`src/shared/tpc_pkg.sv`:
```
// Purpose: constants for the timer pair and capture unit
// Assumes: apb byte address is four times the register index
// Notes:   indices kept as printed
package tpc_pkg;
  localparam logic [7:0]  IDX_GINT      = 8'h0b;
  localparam logic [7:0]  IDX_PIFLAGS   = 8'h0c;
  localparam logic [7:0]  IDX_WT_LO     = 8'h0e;
  localparam logic [7:0]  IDX_WT_HI     = 8'h0f;
  localparam logic [7:0]  IDX_WT_CTRL   = 8'h10;
  localparam logic [7:0]  IDX_PT_COUNT  = 8'h11;
  localparam logic [7:0]  IDX_PT_CTRL   = 8'h12;
  localparam logic [7:0]  IDX_CAP_LO    = 8'h15;
  localparam logic [7:0]  IDX_CAP_HI    = 8'h16;
  localparam logic [7:0]  IDX_CU_CTRL   = 8'h17;
  localparam logic [7:0]  IDX_PIENABLES = 8'h8c;
  localparam logic [7:0]  IDX_PT_PERIOD = 8'h92;
  localparam logic [7:0]  PERIOD_RESET  = 8'hff;
  localparam logic [7:0]  ZERO8         = 8'h00;
  localparam int          FLAG_WT       = 0;
  localparam int          FLAG_PT       = 1;
  localparam int          FLAG_CU       = 2;
  localparam int          WT_ON_BIT     = 0;
  localparam int          WT_OSC_BIT    = 3;
  localparam int          PT_ON_BIT     = 2;
  localparam logic [3:0]  M_OFF         = 4'h0;
  localparam logic [3:0]  M_CAP_FALL    = 4'h4;
  localparam logic [3:0]  M_CAP_RISE    = 4'h5;
  localparam logic [3:0]  M_CAP_RISE4   = 4'h6;
  localparam logic [3:0]  M_CAP_RISE16  = 4'h7;
  localparam logic [3:0]  M_CMP_SET     = 4'h8;
  localparam logic [3:0]  M_CMP_CLR     = 4'h9;
  localparam logic [3:0]  M_CMP_SOFT    = 4'ha;
  localparam logic [3:0]  M_CMP_TRIG    = 4'hb;
  localparam int          OSC_MAX_KHZ   = 200;
  typedef enum logic [1:0] {
    TPC_CLASS_OFF = 2'b00,
    TPC_CLASS_CAP = 2'b01,
    TPC_CLASS_CMP = 2'b10,
    TPC_CLASS_PWM = 2'b11
  } tpc_class_type;
endpackage

```
`src/design/tpc_top.sv`:
```
// Purpose: wide timer, period timer and capture/compare unit behind apb
// Assumes: pclk is the instruction clock; event pin is asynchronous
// Notes:   pwm waveform and compare pin actions are not built here
//
// Behaviour
// - oscillator enable bit drives the low-power timer oscillator, which runs in sleep
// - mode 1011 resets wide timer on compare match
// - trigger reset never sets the wide timer overflow flag
// - software write to wide timer beats a coincident trigger reset
// - wide timer bytes survive every reset; only trigger clears them
// - wide timer control clears on power-on reset only
// - writing either wide timer byte clears its prescaler
// - period prescale 00 divides 1, 01 by 4, 1x by 16
// - period timer counts up to period value, then wraps with match pulse
// - presetn reset sets period to all ones and clears count; por_n alone leaves them
// - match pulses through 4-bit postscaler set period timer flag
// - period timer runs only while its on bit is set
// - period pre/postscalers clear on count write, control write, reset
// - pre-postscaler match pulse goes to serial port as shift clock
// - mode 0000 off and reset; 0100-0111 select capture edges
// - modes 1000-1010 compare, 11xx pwm; compare match sets unit flag
// - control bits 5:4 hold the two low duty bits
// - capture copies wide timer to capture pair and sets unit flag
// - new capture overwrites unread capture pair
// - edge detector watches pin level even when pin is output
// - capture prescaler clears when off or not capture; not on switch
//
// Design decision made here: the APB interface to the registers.
`timescale 1ns/1ps
module tpc_top
  import tpc_pkg::*;
#(
  parameter int WT_PRESCALE_MAX = 8
) (
  input  wire logic        pclk,
  input  wire logic        presetn,
  input  wire logic        por_n,
  input  wire logic        psel,
  input  wire logic        penable,
  input  wire logic        pwrite,
  input  wire logic [11:0] paddr,
  input  wire logic [31:0] pwdata,
  output logic      [31:0] prdata,
  output logic             pready,
  output logic             pslverr,
  input  wire logic        event_pin,
  output logic             timer_osc_enable,
  output logic             shift_clock_match,
  output logic             special_trigger
);

  // apb access
  logic       wr_en;
  logic       rd_en;
  logic [7:0] idx;
  logic [7:0] wbyte;
  logic       known;
  assign idx   = paddr[9:2];
  assign wbyte = pwdata[7:0];
  assign wr_en = psel && penable && pwrite && !pready;
  assign rd_en = psel && !penable;

  function automatic logic hit(input logic [7:0] a, input logic [7:0] r);
    return a == r;
  endfunction

  function automatic tpc_class_type mode_class(input logic [3:0] m);
    if (m[3:2] == 2'b11)
      return TPC_CLASS_PWM;
    else if (m[3])
      return TPC_CLASS_CMP;
    else if (m[2])
      return TPC_CLASS_CAP;
    else
      return TPC_CLASS_OFF;
  endfunction

  // registers
  logic [7:0]  gint_q;
  logic [7:0]  flags_q;
  logic [7:0]  enables_q;
  logic [5:0]  wt_ctrl_q;
  logic [15:0] wt_q;
  logic [2:0]  wt_pre_q;
  logic [7:0]  pt_q;
  logic [6:0]  pt_ctrl_q;
  logic [7:0]  period_q;
  logic [3:0]  pt_pre_q;
  logic [3:0]  pt_post_q;
  logic [5:0]  cu_ctrl_q;
  logic [15:0] cap_q;
  logic [3:0]  cap_pre_q;

  logic wr_wt_lo;
  logic wr_wt_hi;
  logic wr_pt;
  logic wr_ptc;
  assign wr_wt_lo = wr_en && hit(idx, IDX_WT_LO);
  assign wr_wt_hi = wr_en && hit(idx, IDX_WT_HI);
  assign wr_pt    = wr_en && hit(idx, IDX_PT_COUNT);
  assign wr_ptc   = wr_en && hit(idx, IDX_PT_CTRL);

  always_comb begin
    unique case (idx)
      IDX_GINT, IDX_PIFLAGS, IDX_WT_LO, IDX_WT_HI, IDX_WT_CTRL, IDX_PT_COUNT,
      IDX_PT_CTRL, IDX_CAP_LO, IDX_CAP_HI, IDX_CU_CTRL, IDX_PIENABLES,
      IDX_PT_PERIOD: known = 1'b1;
      default:       known = 1'b0;
    endcase
  end

  // wide timer prescale: 1,2,4,8
  logic [2:0] wt_pre_mask;
  logic       wt_tick;
  logic       wt_wrap;
  always_comb begin
    case (wt_ctrl_q[5:4])
      2'b00:   wt_pre_mask = 3'h0;
      2'b01:   wt_pre_mask = 3'h1;
      2'b10:   wt_pre_mask = 3'h3;
      default: wt_pre_mask = 3'h7;
    endcase
  end
  assign wt_tick = wt_ctrl_q[WT_ON_BIT] && ((wt_pre_q & wt_pre_mask) == wt_pre_mask);
  assign wt_wrap = wt_tick && (wt_q == 16'hffff);

  // compare unit
  tpc_class_type ucls;
  logic          cmp_match;
  logic          trig;
  assign ucls      = mode_class(cu_ctrl_q[3:0]);
  assign cmp_match = (ucls == TPC_CLASS_CMP) && (wt_q == cap_q);
  assign trig      = cmp_match && (cu_ctrl_q[3:0] == M_CMP_TRIG);

  always_ff @(posedge pclk or negedge por_n) begin
    if (!por_n) begin
      wt_ctrl_q <= 6'h00;
    end else if (wr_en && hit(idx, IDX_WT_CTRL)) begin
      wt_ctrl_q <= wbyte[5:0];
    end
  end

  // wide timer holds across resets; no reset term at all
  always_ff @(posedge pclk) begin
    if (wr_wt_lo) begin
      wt_q[7:0] <= wbyte;
    end else if (wr_wt_hi) begin
      wt_q[15:8] <= wbyte;
    end else if (trig) begin
      wt_q <= 16'h0000;
    end else if (wt_tick) begin
      wt_q <= wt_q + 16'h0001;
    end
  end

  always_ff @(posedge pclk or negedge presetn) begin
    if (!presetn) begin
      wt_pre_q <= 3'h0;
    end else if (wr_wt_lo || wr_wt_hi || !wt_ctrl_q[WT_ON_BIT]) begin
      wt_pre_q <= 3'h0;
    end else begin
      wt_pre_q <= (wt_pre_q == 3'(WT_PRESCALE_MAX - 1)) ? 3'h0 : wt_pre_q + 3'h1;
    end
  end

  // period timer
  logic [3:0] pt_pre_last;
  logic       pt_inc;
  logic       pt_match;
  logic       post_term;
  always_comb begin
    case (pt_ctrl_q[1:0])
      2'b00:   pt_pre_last = 4'h0;
      2'b01:   pt_pre_last = 4'h3;
      default: pt_pre_last = 4'hf;
    endcase
  end
  assign pt_inc    = pt_ctrl_q[PT_ON_BIT] && (pt_pre_q == pt_pre_last);
  assign pt_match  = pt_inc && (pt_q == period_q);
  assign post_term = pt_match && (pt_post_q == pt_ctrl_q[6:3]);

  always_ff @(posedge pclk or negedge presetn) begin
    if (!presetn) begin
      pt_q      <= ZERO8;
      period_q  <= PERIOD_RESET;
      pt_ctrl_q <= 7'h00;
    end else begin
      if (wr_pt) begin
        pt_q <= wbyte;
      end else if (pt_match) begin
        pt_q <= ZERO8;
      end else if (pt_inc) begin
        pt_q <= pt_q + 8'h01;
      end
      if (wr_ptc) begin
        pt_ctrl_q <= wbyte[6:0];
      end
      if (wr_en && hit(idx, IDX_PT_PERIOD)) begin
        period_q <= wbyte;
      end
    end
  end

  always_ff @(posedge pclk or negedge presetn) begin
    if (!presetn) begin
      pt_pre_q  <= 4'h0;
      pt_post_q <= 4'h0;
    end else if (wr_pt || wr_ptc) begin
      pt_pre_q  <= 4'h0;
      pt_post_q <= 4'h0;
    end else begin
      if (pt_ctrl_q[PT_ON_BIT]) begin
        pt_pre_q <= (pt_pre_q == pt_pre_last) ? 4'h0 : pt_pre_q + 4'h1;
      end
      if (post_term) begin
        pt_post_q <= 4'h0;
      end else if (pt_match) begin
        pt_post_q <= pt_post_q + 4'h1;
      end
    end
  end

  // event pin: two-flop sync, then edge detect on second stage and a history flop
  logic pin_s1_q;
  logic pin_s2_q;
  logic pin_h_q;
  logic rise;
  logic fall;
  logic cap_evt;
  always_ff @(posedge pclk or negedge presetn) begin
    if (!presetn) begin
      pin_s1_q <= 1'b0;
      pin_s2_q <= 1'b0;
      pin_h_q  <= 1'b0;
    end else begin
      pin_s1_q <= event_pin;
      pin_s2_q <= pin_s1_q;
      pin_h_q  <= pin_s2_q;
    end
  end
  assign rise = pin_s2_q && !pin_h_q;
  assign fall = !pin_s2_q && pin_h_q;

  always_comb begin
    case (cu_ctrl_q[3:0])
      M_CAP_FALL:   cap_evt = fall;
      M_CAP_RISE:   cap_evt = rise;
      M_CAP_RISE4:  cap_evt = rise && (cap_pre_q[1:0] == 2'h3);
      M_CAP_RISE16: cap_evt = rise && (cap_pre_q == 4'hf);
      default:      cap_evt = 1'b0;
    endcase
  end

  always_ff @(posedge pclk or negedge presetn) begin
    if (!presetn) begin
      cap_pre_q <= 4'h0;
    end else if (ucls != TPC_CLASS_CAP) begin
      cap_pre_q <= 4'h0;
    end else if (rise) begin
      cap_pre_q <= cap_pre_q + 4'h1;
    end
  end

  // capture/duty pair and unit control
  always_ff @(posedge pclk or negedge presetn) begin
    if (!presetn) begin
      cu_ctrl_q <= 6'h00;
      cap_q     <= 16'h0000;
    end else begin
      if (wr_en && hit(idx, IDX_CU_CTRL)) begin
        cu_ctrl_q <= wbyte[5:0];
      end
      if (cap_evt) begin
        cap_q <= wt_q;
      end else if (wr_en && hit(idx, IDX_CAP_LO)) begin
        cap_q[7:0] <= wbyte;
      end else if (wr_en && hit(idx, IDX_CAP_HI)) begin
        cap_q[15:8] <= wbyte;
      end
    end
  end

  // flags: hardware set wins over software clear
  logic [7:0] flag_set;
  always_comb begin
    flag_set          = 8'h00;
    flag_set[FLAG_WT] = wt_wrap && !trig && !wr_wt_lo && !wr_wt_hi;
    flag_set[FLAG_PT] = post_term;
    flag_set[FLAG_CU] = cap_evt || cmp_match;
  end

  always_ff @(posedge pclk or negedge presetn) begin
    if (!presetn) begin
      flags_q   <= 8'h00;
      enables_q <= 8'h00;
      gint_q    <= 8'h00;
    end else begin
      if (wr_en && hit(idx, IDX_PIFLAGS)) begin
        flags_q <= (wbyte & 8'hcf) | flag_set;
      end else begin
        flags_q <= flags_q | flag_set;
      end
      if (wr_en && hit(idx, IDX_PIENABLES)) begin
        enables_q <= wbyte & 8'hcf;
      end
      if (wr_en && hit(idx, IDX_GINT)) begin
        gint_q <= wbyte;
      end
    end
  end

  // outputs
  always_ff @(posedge pclk or negedge presetn) begin
    if (!presetn) begin
      timer_osc_enable  <= 1'b0;
      shift_clock_match <= 1'b0;
      special_trigger   <= 1'b0;
    end else begin
      timer_osc_enable  <= wt_ctrl_q[WT_OSC_BIT];
      shift_clock_match <= pt_match;
      special_trigger   <= trig;
    end
  end

  // apb slave: one wait state, data registered in setup
  always_ff @(posedge pclk or negedge presetn) begin
    if (!presetn) begin
      pready  <= 1'b0;
      pslverr <= 1'b0;
      prdata  <= 32'h0000_0000;
    end else begin
      pready  <= psel && penable && !pready;
      pslverr <= psel && penable && !pready && !known;
      if (rd_en) begin
        case (idx)
          IDX_GINT:      prdata <= {24'h000000, gint_q};
          IDX_PIFLAGS:   prdata <= {24'h000000, flags_q};
          IDX_WT_LO:     prdata <= {24'h000000, wt_q[7:0]};
          IDX_WT_HI:     prdata <= {24'h000000, wt_q[15:8]};
          IDX_WT_CTRL:   prdata <= {26'h0000000, wt_ctrl_q};
          IDX_PT_COUNT:  prdata <= {24'h000000, pt_q};
          IDX_PT_CTRL:   prdata <= {25'h0000000, pt_ctrl_q};
          IDX_CAP_LO:    prdata <= {24'h000000, cap_q[7:0]};
          IDX_CAP_HI:    prdata <= {24'h000000, cap_q[15:8]};
          IDX_CU_CTRL:   prdata <= {26'h0000000, cu_ctrl_q};
          IDX_PIENABLES: prdata <= {24'h000000, enables_q};
          IDX_PT_PERIOD: prdata <= {24'h000000, period_q};
          default:       prdata <= 32'h0000_0000;
        endcase
      end
    end
  end

  // checks
  a_trig_clears_timer: assert property (@(posedge pclk) disable iff (!presetn)
    trig && !wr_wt_lo && !wr_wt_hi |=> wt_q == 16'h0000) else $error("trigger did not clear wide timer");
  a_trig_no_flag: assert property (@(posedge pclk) disable iff (!presetn)
    trig && !(wr_en && idx == IDX_PIFLAGS) |=> flags_q[FLAG_WT] == $past(flags_q[FLAG_WT]))
    else $error("trigger set overflow flag");
  a_write_wins: assert property (@(posedge pclk) disable iff (!presetn)
    trig && wr_wt_lo |=> wt_q[7:0] == $past(wbyte)) else $error("trigger beat a timer write");
  a_pt_wrap: assert property (@(posedge pclk) disable iff (!presetn)
    pt_match && !wr_pt |=> pt_q == 8'h00 && shift_clock_match) else $error("period wrap wrong");
  a_pt_stopped: assert property (@(posedge pclk) disable iff (!presetn)
    !pt_ctrl_q[PT_ON_BIT] && !wr_pt |=> $stable(pt_q)) else $error("period timer ran while off");
  a_pre_clear: assert property (@(posedge pclk) disable iff (!presetn)
    wr_ptc |=> pt_pre_q == 4'h0 && pt_post_q == 4'h0) else $error("scalers not cleared");
  a_cap_copy: assert property (@(posedge pclk) disable iff (!presetn)
    cap_evt |=> cap_q == $past(wt_q) && flags_q[FLAG_CU]) else $error("capture missed");
  a_cap_pre_off: assert property (@(posedge pclk) disable iff (!presetn)
    ucls != TPC_CLASS_CAP |=> cap_pre_q == 4'h0) else $error("capture prescaler kept count");
  a_post_flag: assert property (@(posedge pclk) disable iff (!presetn)
    post_term |=> flags_q[FLAG_PT]) else $error("postscaler flag missed");

endmodule

```
`config.mk`:
```
export PLATFORM = sky130hd
export DESIGN_NAME = tpc_top
export DESIGN_NICKNAME = d
export VERILOG_FILES = /design/src/shared/tpc_pkg.sv /design/src/design/tpc_top.sv
export SDC_FILE = /design/constraint.sdc
export NUM_CORES = 1
export LEC_CHECK = 0
export BUFFER_PORTS_ARGS = -buffer_cell sky130_fd_sc_hd__buf_2
export CORE_MARGIN = 4
export CORE_UTILIZATION = 40
export CTS_CLUSTER_SIZE = 16
export DETAILED_ROUTE_END_ITERATION = 12
export MAX_ROUTING_LAYER = met4
export SYNTH_ARGS = -nofsm -noshare
export SYNTH_HDL_FRONTEND = slang
export SYNTH_SLANG_ARGS = --single-unit
```
`constraint.sdc`:
```
create_clock -name pclk -period 3.9 [get_ports pclk]
set_clock_uncertainty 0.05 [all_clocks]
set_input_delay 0.39 -clock pclk [delete_from_list [all_inputs] [get_ports pclk]]
set_output_delay 0.39 -clock pclk [all_outputs]
set_load 0.01 [all_outputs]
```
==> flow_summary.toml <==
[status]
status = "complete, no violations"

[clocking]
cts_setup_buffers = 0
cts_root_buf = "clkbuf_16"
cts_sinks = 118
h-tree-depth = 4
cts_buffers = 17
insertion_delay_ns = 0.42
clock_path_buffers = 2
cts_tree = "yes"
path_clk_slew_ns = 0.06

[setup_path]
crit_required_ns = 3.93
crit_type = "reg2reg"
slowest_stage = "edfxtp_1"
crit_family = "simple AND/OR/NAND/NOR gates"
end_kind = "flip-flop"
path_cells = "xor2_1 > nor4_1 > nand4b_1 > nor4_4 > buf_4 > a211o_1"
critPathMaxStageDelay_ns = 0.54
worstPathArrival_ns = 2.66
critPathMaxFanout = 19
critPathBufInv = 1
startpoint_type = "flip-flop"

[global_routing]
grt_pass1_wl_microns = 31800
grt_pass1_vias = 5448
grt_use_total_pct = 21.1
grt_max_degree = 74
antenna_found_initial = 0
grt_overflow = 0

[sta]
setup_violations = 0
hold_slack_ns = 0.0213
fin_tns_setup_ns = 0
hold_viol = 0
worst_slew_pin_slew_ns = 0.984
maxSlewViolCount = 0
rsz0062_at_grt = "no"
period_needed_ns = 2.64
setup_ws_ns = 1.26
slew_headroom_pct = 34.4
fmax_mhz = 379
layout_worst_path_cycle_share_pct = 67.6

[logic_synthesis]
syn-cell-area_sq_um = 7050
ys_ff_latch = 118
async_reset_ff_share_pct = 86.4
synthCells = 690
synth_edf_count = 16
yosys_warnings = 0
ys_types = 68
syn_avg_cell_area_sq_um = 10.2
ys_seq_area_share_pct = 43.2
dominantRegCellSynth = "dfrtp_1"

[finish]
drive_gt1_share_pct = 20.8
nets = 758
utilization_pct = 45.3
layout_commonest_cell = "dfrtp_1"
mostFrequentLayoutCells = "94 x dfrtp_1, 58 x nand2_1, 52 x mux2_2, 44 x nor2_1, 34 x buf_2"
fill_cells = 1661
synthToLayoutAreaGrowth_pct = 11.1
antennaDiodeCount = 0

[floorplanning]
core_sq_um = 17300
initial_utilization_pct = 40.8
die_w_microns = 141
die_area_sq_um = 19800
ios = 88
rows = 48
die_h_microns = 141

[place]
io_buffers = 35
dpl_worst_slack_ns = 0.985
gp_congestion = 0.972
dp_hpwl_microns = 13900

[routing]
ant_nets = 0
via_per_inst = 5.88
post_drt_wl_per_cell_microns = 21.2
drt_iter0_markers = 497
firstDrtPassIters = 6
drc = 0
routed_wl_microns = 19800
vias = 5517

[flow_run]
cap_violations = 0

[power_and_ir_drop]
power_leakage_nw = 3.14
p_total_mw = 3.12
ir_drop_v = 0.000287
power_density_nw_per_um2 = 399

[worst_hold_path]
hold_path_class = "in2reg"
==> routing by layer <==
metal | vias up | track usage (%) | part of all wire, %
li1 | 2507 | - | -
met1 | 2789 | 28.6 | 44
met2 | 190 | 32.2 | 48
met3 | 31 | 4.72 | 5.8
met4 | 0 | 5.81 | 1.9
met5 | - | - | 0
==> kinds of logic after synthesis <==
logic type | share of synthesized area [%]
simple gates | 18.2
compound gates | 13.0
flops | 43.2
mux | 12.8
buf+inv | 5.80
xor+xnor | 5.71
fa+ha+maj | 1.24
other cells | 0.0532
==> layout make-up <==
cell class / count / area [sq um] / share of cell area (%)
clock buffer: 20 / 468 / 5.97
multi-input combinational: 519 / 3690 / 47.1
tap: 225 / 282 / 3.59
timing repair buffer: 39 / 210 / 2.68
sequential: 118 / 3040 / 38.8
clock inverter: 12 / 126 / 1.61
inverter: 5 / 18.8 / 0.240
==> power by group <==
group / switching [mW] / internal, mW
registers: 0.0443 / 1.28
clock network: 0.587 / 0.989
logic: 0.147 / 0.0737
==> stage by stage <==
stage                     cell area, sq um  cells
after floorplan                       7140    713
after global placement                7230    905
after detailed placement              7230    905
after CTS                             7830    938
after global routing                  7830    938
final                                 7830    938
==> final timing paths <==
path,slack [ns],end,startpoint,cells after the start
max,1.26,wt_q[9],wt_q[8],6
min,0.02,pin_s1_q,event_pin,1
max reg2reg,1.26,wt_q[9],wt_q[8],6
min reg2reg,0.30,pin_s2_q,pin_s1_q,0
max in group asynchronous,2.78,pt_pre_q[0],presetn,2
min in group asynchronous,0.06,cap_pre_q[0],presetn,1
==> Yosys cell counts, types with 4 or more instances <==
master	n	area, sq um
dfrtp_1	94	2350
nand2_1	58	218
mux2_2	52	586
nor2_1	44	165
clkbuf_1	34	128
mux2i_1	32	320
a21oi_1	31	155
xor2_1	31	272
buf_4	26	195
o31ai_1	23	173
nand3_1	21	105
edfxtp_1	16	480
xnor2_1	15	131
a22oi_1	14	105
nand4_1	14	87.6
nor3_1	11	55.1
nand2b_1	10	62.6
o21ai_0	10	50.1
and3_1	9	56.3
buf_2	9	45.0
nor2b_1	9	56.3
dfstp_2	8	210
nor4_1	8	50.1
a32oi_1	7	61.3
ha_1	7	87.6
o21ai_1	6	30.0
a221oi_1	5	43.8
and2_1	5	31.3
inv_1	5	18.8
o211ai_1	5	37.5
nand4b_1	4	35.0
nor3b_1	4	30.0
==> registers in the layout (all words and copies together) (netlist names) <==
signal	cells
cap_q	16
period_q	8
gint_q	8
wt_q	16
wt_pre_q	3
wt_ctrl_q	6
cap_pre_q	4
pin_s2_q	1
pt_post_q	4
prdata	8
pready	1
pt_pre_q	4
cu_ctrl_q	6
enables_q	6
pslverr	1
special_trigger	1
flags_q	6
pin_h_q	1
pin_s1_q	1
shift_clock_match	1
timer_osc_enable	1
pt_q	8
pt_ctrl_q	7
==> timing repair <==
action                     4_1_cts  5_1_grt
hold buffers                     1        0
gates resized for setup          0        0
hold endpoints to repair         6        0
setup endpoints to repair        0        0
(Power assumes the default switching activity.)
